<file path="config.mk">
export PLATFORM = sky130hd
export DESIGN_NAME = multi_channel_pwm_timer
export DESIGN_NICKNAME = d
export VERILOG_FILES = /design/src/rtl/pwm_timer_pkg.sv /design/src/rtl/match_unit.sv /design/src/rtl/multi_channel_pwm_timer.sv
export SDC_FILE = /design/constraint.sdc
export NUM_CORES = 2
export LEC_CHECK = 0
export BUFFER_PORTS_ARGS = -buffer_cell sky130_fd_sc_hd__buf_2
export CAP_MARGIN = 20
export CELL_PAD_IN_SITES_DETAIL_PLACEMENT = 0
export CELL_PAD_IN_SITES_GLOBAL_PLACEMENT = 1
export CORE_MARGIN = 5
export CORE_UTILIZATION = 44
export DETAILED_ROUTE_END_ITERATION = 10
export GPL_ROUTABILITY_DRIVEN = 1
export HOLD_SLACK_MARGIN = 0.06
export MAX_ROUTING_LAYER = met4
export PLACE_DENSITY_LB_ADDON = 0.15
export SLEW_MARGIN = 30
export SYNTH_ARGS = -nofsm -noshare
export SYNTH_HDL_FRONTEND = slang
export SYNTH_HIERARCHICAL = 1
export SYNTH_SLANG_ARGS = --single-unit
</file>
<file path="constraint.sdc">
create_clock -name ref_clk_in -period 4.1 [get_ports ref_clk_in]
set_input_delay 1.23 -clock ref_clk_in [delete_from_list [all_inputs] [get_ports ref_clk_in]]
set_output_delay 1.23 -clock ref_clk_in [all_outputs]
set_load 0.01 [all_outputs]
</file>
<file path="src/rtl/pwm_timer_pkg.sv">
// How it works
// match zero ends each cycle: counter returns to zero on that match
// single-edge output falls on its own match register
// single-edge outputs rise at cycle start unless programmed constant low
// double-edge output rises on match n-1 and falls on match n
// rise before fall gives positive pulse, fall before rise negative pulse
// double-edge positions may sit anywhere within the cycle
// seven match registers serve six outputs; output 1 is single-edge, outputs 2 to 6 each single or double
// each match may continue, stop or reset the counter, optional flag
// counter clocks from the prescaled clock or from capture input edges
// match updates align with the cycle so no pulse is truncated
// software releases new match values before they take effect
// with pwm mode off the block is a plain 32-bit timer with prescaler
// period and width are whole counts, one shared repetition rate
// two independent blocks, each with its own counter
// released values move from shadow to active on the cycle match
// enabled matches set sticky flags that stay until software clears them
package pwm_timer_pkg;
   localparam int NUM_BLOCKS = 2;
   localparam int NUM_MATCH  = 7;
   localparam int NUM_OUT    = 6;
   localparam int CNT_W      = 32;
   localparam int IDX_W      = 3;
   localparam logic [CNT_W-1:0] COUNT_RESET = 32'h00000000;
   localparam logic [CNT_W-1:0] MATCH_RESET = 32'h00000000;
   localparam logic [CNT_W-1:0] COUNT_ONE   = 32'h00000001;

   typedef enum logic [1:0] {
      SRC_TIMER,
      SRC_RISE,
      SRC_FALL,
      SRC_BOTH
   } count_src_t;

   typedef struct packed {
      logic                 enable;
      logic                 counter_reset;
      logic                 pwm_mode;
      count_src_t           count_src;
      logic                 cap_sel;
      logic [CNT_W-1:0]     prescale;
      logic [NUM_MATCH-1:0] match_irq;
      logic [NUM_MATCH-1:0] match_rst;
      logic [NUM_MATCH-1:0] match_stop;
      logic [NUM_OUT:1]     out_en;
      logic [NUM_OUT:2]     dbl_edge;
   } blk_cfg_t;

   typedef struct packed {
      logic                 wr;
      logic [IDX_W-1:0]     idx;
      logic [CNT_W-1:0]     data;
      logic [NUM_MATCH-1:0] latch;
      logic [NUM_MATCH-1:0] flag_clr;
   } match_wr_t;
endpackage

</file>
<file path="src/rtl/match_unit.sv">
`timescale 1ns/1ps
`default_nettype none
module match_unit #(
   parameter int CW = 32
) (
   input  wire logic          ref_clk_in,
   input  wire logic          nrst_in,
   input  wire logic          pwm_mode_in,
   input  wire logic          wr_in,
   input  wire logic [CW-1:0] data_in,
   input  wire logic          latch_in,
   input  wire logic          boundary_in,
   input  wire logic          tick_in,
   input  wire logic [CW-1:0] count_in,
   output logic      [CW-1:0] active_out,
   output logic               hit_out
);
   logic [CW-1:0] shadow_r;
   logic [CW-1:0] shadow_nxt;
   logic [CW-1:0] active_r;
   logic [CW-1:0] active_nxt;
   logic          pend_r;
   logic          pend_nxt;

   always_comb
   begin
      shadow_nxt = shadow_r;
      active_nxt = active_r;
      pend_nxt   = pend_r;
      if (wr_in)
      begin
         shadow_nxt = data_in;
      end
      if (!pwm_mode_in)
      begin
         // plain timer: writes act at once
         if (wr_in)
         begin
            active_nxt = data_in;
         end
         pend_nxt = 1'b0;
      end
      else
      begin
         if (boundary_in && pend_r)
         begin
            active_nxt = shadow_r;
            pend_nxt   = 1'b0;
         end
         // a release in the transfer cycle is kept for the next boundary
         if (latch_in)
         begin
            pend_nxt = 1'b1;
         end
      end
   end

   always_ff @(posedge ref_clk_in or negedge nrst_in)
   begin
      if (!nrst_in)
      begin
         shadow_r <= pwm_timer_pkg::MATCH_RESET;
         active_r <= pwm_timer_pkg::MATCH_RESET;
         pend_r   <= 1'b0;
      end
      else
      begin
         shadow_r <= shadow_nxt;
         active_r <= active_nxt;
         pend_r   <= pend_nxt;
      end
   end

   // value in force after this edge, so a release taken at a boundary decides that rise
   assign active_out = active_nxt;
   assign hit_out    = tick_in && (count_in == active_r);
endmodule
`default_nettype wire

</file>
<file path="src/rtl/multi_channel_pwm_timer.sv">
`timescale 1ns/1ps
`default_nettype none
module multi_channel_pwm_timer #(
   parameter int NUM_BLOCKS = pwm_timer_pkg::NUM_BLOCKS
) (
   input  wire logic                                             ref_clk_in,
   input  wire logic                                             nrst_in,
   input  wire pwm_timer_pkg::blk_cfg_t  [NUM_BLOCKS-1:0]        cfg_in,
   input  wire pwm_timer_pkg::match_wr_t [NUM_BLOCKS-1:0]        match_wr_in,
   input  wire logic                     [NUM_BLOCKS-1:0][1:0]   cap_in,
   output logic                          [NUM_BLOCKS-1:0][5:0]   pwm_out,
   output logic                          [NUM_BLOCKS-1:0][6:0]   flag_out,
   output logic                          [NUM_BLOCKS-1:0][31:0]  count_out,
   output logic                          [NUM_BLOCKS-1:0]        stopped_out
);
   localparam int NM = pwm_timer_pkg::NUM_MATCH;
   localparam int NO = pwm_timer_pkg::NUM_OUT;
   localparam int CW = pwm_timer_pkg::CNT_W;

   genvar b;
   genvar m;
   generate
      for (b = 0; b < NUM_BLOCKS; b = b + 1)
      begin : g_blk
         pwm_timer_pkg::blk_cfg_t  cfg;
         pwm_timer_pkg::match_wr_t mw;
         logic [CW-1:0] tc_r;
         logic [CW-1:0] tc_nxt;
         logic [CW-1:0] pc_r;
         logic [CW-1:0] pc_nxt;
         logic [1:0]    cap_prev_r;
         logic [1:0]    cap_prev_nxt;
         logic          cap_last;
         logic          stop_r;
         logic          stop_nxt;
         logic [NO:1]   out_r;
         logic [NO:1]   out_nxt;
         logic [NM-1:0] flag_r;
         logic [NM-1:0] flag_nxt;
         logic          cap_now;
         logic          step;
         logic          run;
         logic          tick;
         logic          cycle_end;
         logic          boundary;
         logic          rst_hit;
         logic [NM-1:0] hit;
         logic [NO:1]   dbl;
         logic [CW-1:0] act [NM];

         assign cfg = cfg_in[b];
         assign mw  = match_wr_in[b];

         for (m = 0; m < NM; m = m + 1)
         begin : g_match
            match_unit #(
               .CW (CW)
            ) u_match (
               .ref_clk_in  (ref_clk_in),
               .nrst_in     (nrst_in),
               .pwm_mode_in (cfg.pwm_mode),
               .wr_in       (mw.wr && (int'(mw.idx) == m)),
               .data_in     (mw.data),
               .latch_in    (mw.latch[m]),
               .boundary_in (boundary),
               .tick_in     (tick),
               .count_in    (tc_r),
               .active_out  (act[m]),
               .hit_out     (hit[m])
            );
         end

         assign cap_now = cfg.cap_sel ? cap_in[b][1] : cap_in[b][0];
         // both pins are tracked so a select change never fakes an edge
         assign cap_last = cfg.cap_sel ? cap_prev_r[1] : cap_prev_r[0];
         // output 1 has no partner below it, so it is always single-edge
         assign dbl = {cfg.dbl_edge, 1'b0};

         // counting source selects the prescaler's input
         always_comb
         begin
            case (cfg.count_src)
               pwm_timer_pkg::SRC_TIMER: step = 1'b1;
               pwm_timer_pkg::SRC_RISE:  step = cap_now && !cap_last;
               pwm_timer_pkg::SRC_FALL:  step = !cap_now && cap_last;
               default:                  step = cap_now != cap_last;
            endcase
         end

         assign run       = cfg.enable && !stop_r && !cfg.counter_reset;
         assign tick      = run && step && (pc_r == cfg.prescale);
         // in pwm mode match zero always closes the cycle
         assign cycle_end = hit[0] && cfg.pwm_mode;
         assign boundary  = cycle_end;
         assign rst_hit   = |(hit & cfg.match_rst) || cycle_end;

         always_comb
         begin
            tc_nxt       = tc_r;
            pc_nxt       = pc_r;
            cap_prev_nxt = cap_in[b];
            stop_nxt     = stop_r;
            if (cfg.counter_reset)
            begin
               tc_nxt = pwm_timer_pkg::COUNT_RESET;
               pc_nxt = pwm_timer_pkg::COUNT_RESET;
            end
            else if (run && step)
            begin
               if (tick)
               begin
                  pc_nxt = pwm_timer_pkg::COUNT_RESET;
                  if (rst_hit)
                  begin
                     tc_nxt = pwm_timer_pkg::COUNT_RESET;
                  end
                  else
                  begin
                     tc_nxt = tc_r + pwm_timer_pkg::COUNT_ONE;
                  end
               end
               else
               begin
                  pc_nxt = pc_r + pwm_timer_pkg::COUNT_ONE;
               end
            end
            // stop holds until software drops enable
            if (!cfg.enable)
            begin
               stop_nxt = 1'b0;
            end
            else if (|(hit & cfg.match_stop))
            begin
               stop_nxt = 1'b1;
            end
         end

         always_comb
         begin
            out_nxt = out_r;
            for (int n = 1; n <= NO; n = n + 1)
            begin
               if (!cfg.pwm_mode || !cfg.out_en[n])
               begin
                  out_nxt[n] = 1'b0;
               end
               else if (dbl[n])
               begin
                  // either edge anywhere; fall wins on a tie
                  if (hit[n])
                  begin
                     out_nxt[n] = 1'b0;
                  end
                  else if (hit[n-1])
                  begin
                     out_nxt[n] = 1'b1;
                  end
               end
               else
               begin
                  if (cycle_end)
                  begin
                     // zero match means constant low
                     out_nxt[n] = act[n] != pwm_timer_pkg::MATCH_RESET;
                  end
                  else if (hit[n])
                  begin
                     out_nxt[n] = 1'b0;
                  end
               end
            end
         end

         // a new match beats a clear in the same cycle
         always_comb
         begin
            flag_nxt = flag_r & ~mw.flag_clr;
            flag_nxt = flag_nxt | (hit & cfg.match_irq);
         end

         always_ff @(posedge ref_clk_in or negedge nrst_in)
         begin
            if (!nrst_in)
            begin
               tc_r       <= pwm_timer_pkg::COUNT_RESET;
               pc_r       <= pwm_timer_pkg::COUNT_RESET;
               cap_prev_r <= 2'h0;
               stop_r     <= 1'b0;
            end
            else
            begin
               tc_r       <= tc_nxt;
               pc_r       <= pc_nxt;
               cap_prev_r <= cap_prev_nxt;
               stop_r     <= stop_nxt;
            end
         end

         always_ff @(posedge ref_clk_in or negedge nrst_in)
         begin
            if (!nrst_in)
            begin
               out_r <= '0;
            end
            else
            begin
               out_r <= out_nxt;
            end
         end

         always_ff @(posedge ref_clk_in or negedge nrst_in)
         begin
            if (!nrst_in)
            begin
               flag_r <= '0;
            end
            else
            begin
               flag_r <= flag_nxt;
            end
         end

         assign pwm_out[b]     = out_r;
         assign flag_out[b]    = flag_r;
         assign count_out[b]   = tc_r;
         assign stopped_out[b] = stop_r;
      end
   endgenerate
endmodule
`default_nettype wire

</file>
==> results by stage <==
Synthesis:
- The number of nets in the synthesized netlist is around 6000.
- The largest total area in the synthesized netlist belongs to sky130_fd_sc_hd__dfrtp_1.
- The leading register cell type out of synthesis is sky130_fd_sc_hd__dfrtp_1.
- The number of standard cells after synthesis is between 5000 and 6000.
- The synthesized-area fraction occupied by xor and xnor cells is 0.0868.
- The synthesized-area fraction occupied by ao, oa, aoi and oai cells is 0.136.
- Counting flops and latches in the post-synthesis netlist gives roughly 1100.
- The netlist area before placement is roughly 0.057 mm².
- The number of warnings reported in the yosys synthesis log is 6.
- After synthesis, the share of cell area in mux cells is 0.0887.
- The async set-reset flop share out of synthesis is 1.00.
- The simple-gate share of the synthesized area is 0.183.
- After synthesis, the netlist uses 67 different library cells.
- Yosys attributes the largest share of cell area to sky130_fd_sc_hd__dfrtp_1 (47%), sky130_fd_sc_hd__xor2_1 (7.3%), sky130_fd_sc_hd__mux2_2 (6.9%), sky130_fd_sc_hd__nand2_1 (6.5%), sky130_fd_sc_hd__a211oi_1 (5.7%).
- Of the total synthesized cell area, the portion taken by full adders, half adders and majority gates is 0.00174.
- Averaged over all synthesized cells, the footprint is roughly 10 µm².
- Of the synthesized area, sequential elements account for 0.466.
- The area share of the leading cell type in the synthesized netlist is 0.466.
- The number of enable flip-flop cells after synthesis is 0.
- By area, the combinational part of the netlist is dominated by simple AND/OR/NAND/NOR gates.

Final layout:
- The final layout contains 6696 nets.
- The fill cell total of the finished layout is 11600.
- Relative to the synthesized area, the layout overhead comes to 23.5%.
- The cell area after layout is 0.0709 mm².
- The share of the core filled with cells is 0.547.
- The non-filler instance count after layout is between 8000 and 9000.
- The layout cell share with drive strength beyond 1 is 0.259.

Clocking:
- CTS saw 1070 sinks.
- The longest clock path from root to sink contains 3 buffers.
- Clock tree synthesis selected as its root buffer the cell sky130_fd_sc_hd__clkbuf_16.
- In this run, CTS created clock tree buffers numbering between 100 and 150.
- The TritonCTS clock tree is yes.
- After clock tree synthesis, the clock-pin slew on the worst setup and hold paths is roughly 0.06 ns.
- For the worst-skew pair, the clock arrives at the later sink with an insertion delay of 0.78 ns.
- The count of H-tree levels built during CTS is 4.

Worst setup path:
- The highest-delay cell along the critical path is sky130_fd_sc_hd__nor4_1.
- Among the stages of the critical path, the cell type that occurs most often is sky130_fd_sc_hd__buf_4.
- The register-to-register setup slack is -0.01 ns.
- STA classifies the critical path endpoint as a flip-flop.
- The worst setup path is launched from an input port.
- In this design, the stage delay of the slowest critical-path cell is 0.35 ns.
- The critical path contains buffers and inverters numbering 10 combined.
- STA puts the critical path data arrival time at a little under 5 ns.
- The critical path runs through a total of 27 cells.
- Among cell families on the critical path, the largest total delay comes from simple AND/OR/NAND/NOR gates.
- The worst register-to-register path begins at g_blk[0].pc_r[26].
- The number of cell instances on the worst register-to-register path is 20.
- For the worst setup path, the data required time is around 4.8 ns.
- The start point of the critical path is cfg_in[134].
- The reg-to-reg endpoint is g_blk[0].out_r[4].
- The setup path with the least slack is of type in2reg.
- The critical path endpoint is g_blk[1].out_r[2].
- Of all nets on the critical path, the largest fanout is 13.

Route:
- The average via count per standard cell is about 6.0.
- The total number of vias is between 40000 and 50000.
- Before antenna repair, the detailed router went through 6 iterations.
- The remaining antenna violation count after routing is 0.
- In this run, the number of DRC markers left after iteration 0 of detailed routing was between 5000 and 6000.
- For this block, the routed nets add up to approximately 220 mm of wire.
- The average wire per cell in the routed design is 26.6 µm.
- The number of DRC violations after detailed routing is 0.

STA:
- Setup repair after global routing could not meet its margin everywhere.
- The slew of the pin with the lowest slew margin is about 1 ns.
- The worst-case clock skew is around 0.027 ns.
- The total count of hold-check failures in the final report is 0.
- The final critical-path required period is ~4.3 ns.
- Setup slack on the critical path of the routed design comes to -0.203 ns.
- The max-slew violation count came to 0.
- The post-route clock period utilization is 1.05.
- The remaining max-slew budget at the tightest pin is 0.340.
- The maximum operating frequency is between 200 and 250 MHz.
- Setup violations remaining at the end of the flow were counted as 12.

Die:
- The initial standard-cell utilization of the core is 0.443.
- The vertical die dimension is around 370 µm.
- The I/O pin total is roughly 340.
- The area of the placeable core is between 0.1 and 0.15 mm².
- The die covers 0.138 mm².
- In this run the horizontal extent of the chip is 371 µm.
- The initialized floorplan defines around 130 standard-cell rows.

Global routing:
- The number of global-route vias before repair is 47200.
- Entering global routing, the biggest net connects between 150 and 200 pins.
- For this run, global-route usage on met2 was measured as 0.445.
- The initial antenna violation count is 20.
- The global-route congestion overflow total is 0.
- The met1 demand-to-capacity share in global routing is 0.471.
- The total routing usage reported by global routing is 0.321.
- The global routing's busiest layer is met1.
- The first global-routing pass estimated roughly 320 mm of wire.
- For this run, global-route usage on met3 was measured as 0.0736.

Outcome:
- The checks that failed: negative setup slack.
- The run finished, with violations left.

Flow run:
- The max-cap check violation count is 0.

Min path:
- The worst min-delay path category is in2async.

Placed design:
- The final weighted congestion in routability-driven placement is 0.903.
- Counting tap cells, the placed design contains a total of around 8000 instances.
- The wire-length estimate of the detail-placed layout is around 140 mm.
- After detailed placement, the total cell area comes to between 0.06 and 0.07 mm².
- The total of buffers placed on input and output ports is 337.

Power:
- The power per unit of standard cell area is between 400 and 500 mW/mm².
- The highest ir drop seen on vdd is ~0.36 mV.
- Summed over all cells, the static leakage comes to just under 30 nW.
cell usage in the layout (no fill, tap or decap), drive strengths merged, types with 43 or more instances in the layout:
| master | synthesis | layout |
|---|---|---|
| nand2 | 990 | 996 |
| nor2 | 105 | 105 |
| nor3 | 62 | 62 |
| nand4 | 76 | 76 |
| clkbuf | 159 | 187 |
| a31oi | 450 | 450 |
| nor4 | 222 | 222 |
| xor2 | 478 | 478 |
| a21oi | 43 | 43 |
| buf | 234 | 879 |
| a211oi | 435 | 435 |
| o21ai | 81 | 81 |
| inv | 50 | 60 |
| mux2 | 436 | 436 |
| dfrtp | 1070 | 1070 |
| xnor2 | 90 | 90 |
| nor2b | 451 | 451 |
| nand3 | 91 | 91 |
registers in the layout, summed over array words and instances, names as in the netlist:
register                        flops
g_blk.cap_prev_r                    4
g_blk.flag_r                       14
g_blk.g_match.u_match/active_r    448
g_blk.g_match.u_match/pend_r       14
g_blk.g_match.u_match/shadow_r    448
g_blk.out_r                        12
g_blk.pc_r                         64
g_blk.stop_r                        2
g_blk.tc_r                         64
worst reg2reg max path: cells and delay by family, from the launching register on:
family                 cells  cell delay (ns)
AND/OR/NAND/NOR           12             2.57
AO/OA/AOI/OAI              2             0.18
flip-flops                 1             0.41
XOR/XNOR                   1             0.22
buffers and inverters      4             0.54
multiplexers               1             0.08
cell families (layout without fill, tap and decap cells):
family                   after synthesis  count (layout)
buffers and inverters                444            1157
XOR/XNOR                             568             568
AND/OR/NAND/NOR                     2119            2126
adder cells (fa/ha/maj)                8               8
flip-flops                          1070            1070
other                                  0              12
multiplexers                         454             454
AO/OA/AOI/OAI                       1151            1151
area by class of cell:
| type | instances | area (µm²) | area share |
|---|---|---|---|
| well taps | 1742 | 2180 | 0.0308 |
| repair buffers | 880 | 7120 | 0.100 |
| inverters | 51 | 240 | 0.00339 |
| clock buffers | 187 | 3770 | 0.0532 |
| multi-input cells | 4307 | 30300 | 0.428 |
| repair inverters | 1 | 30.0 | 0.000424 |
| clock inverters | 38 | 412 | 0.00581 |
| flip-flops and latches | 1070 | 26800 | 0.378 |
| diodes | 12 | 30.0 | 0.000424 |
worst min path at each step:
stage | endpoint | slack [ns] | cells past startpoint | startpoint
4_1_cts | g_blk[0].flag_r[2] | 0.30 | 1 | nrst_in
3_3_place_gp | g_blk[0].g_match[0].u_match/shadow_r[27] | 0.47 | 1 | g_blk[0].g_match[0].u_match/shadow_r[27]
3_5_place_dp | g_blk[1].g_match[4].u_match/shadow_r[29] | 0.47 | 1 | g_blk[1].g_match[4].u_match/shadow_r[29]
5_1_grt | g_blk[0].flag_r[2] | 0.33 | 1 | nrst_in
2_1_floorplan | g_blk[0].g_match[0].u_match/shadow_r[24] | 0.46 | 1 | g_blk[0].g_match[0].u_match/shadow_r[24]
6_report | g_blk[0].flag_r[2] | 0.34 | 1 | nrst_in
what timing repair did:
item	4_1_cts	5_1_grt
hold buffers	0	0
gates resized for setup	175	129
buffers inserted	41	16
gates cloned	10	1
pin swaps	70	60
setup endpoints to repair	15	28
metal layers:
layer | part of all wire | up-vias
met5 | 0 | -
li1 | - | 22200
met3 | 0.096 | 339
met2 | 0.42 | 2143
met4 | 0.029 | 0
met1 | 0.45 | 25200
report_power, final:
part           switching (mW)  internal (mW)  total (mW)
clock network            4.75           6.78        11.5
logic                    2.72           2.46        5.18
registers                1.42           12.4        13.8
through the flow:
step | hold WS [ns] | power [mW] | setup slack [ns] | TNS (ns)
6_report | 0.345 | 30.5 | -0.203 | -1.67
4_1_cts | 0.303 | 30.5 | -0.104 | -0.670
3_5_place_dp | 0.475 | 18.7 | -1.24 | -133.87
2_1_floorplan | 0.458 | 16.8 | -0.498 | -5.33
5_1_grt | 0.328 | 31.8 | -0.389 | -3.31
3_3_place_gp | 0.467 | 18.6 | -1.29 | -134.12
Yosys cell counts, drive strengths merged, types with 28 or more instances:
cell	instances
nand3	91
mux2	436
nand2	990
inv	50
a21oi	43
o21ai	81
buf	234
xor2	478
nand4	76
xnor2	90
nor2	105
clkbuf	159
dfrtp	1070
o21a	28
o31ai	29
nor2b	451
a31oi	450
nor4	222
a211oi	435
and3	30
o211ai	29
nor3	62
Note: power is estimated with default switching activity, not from simulation.
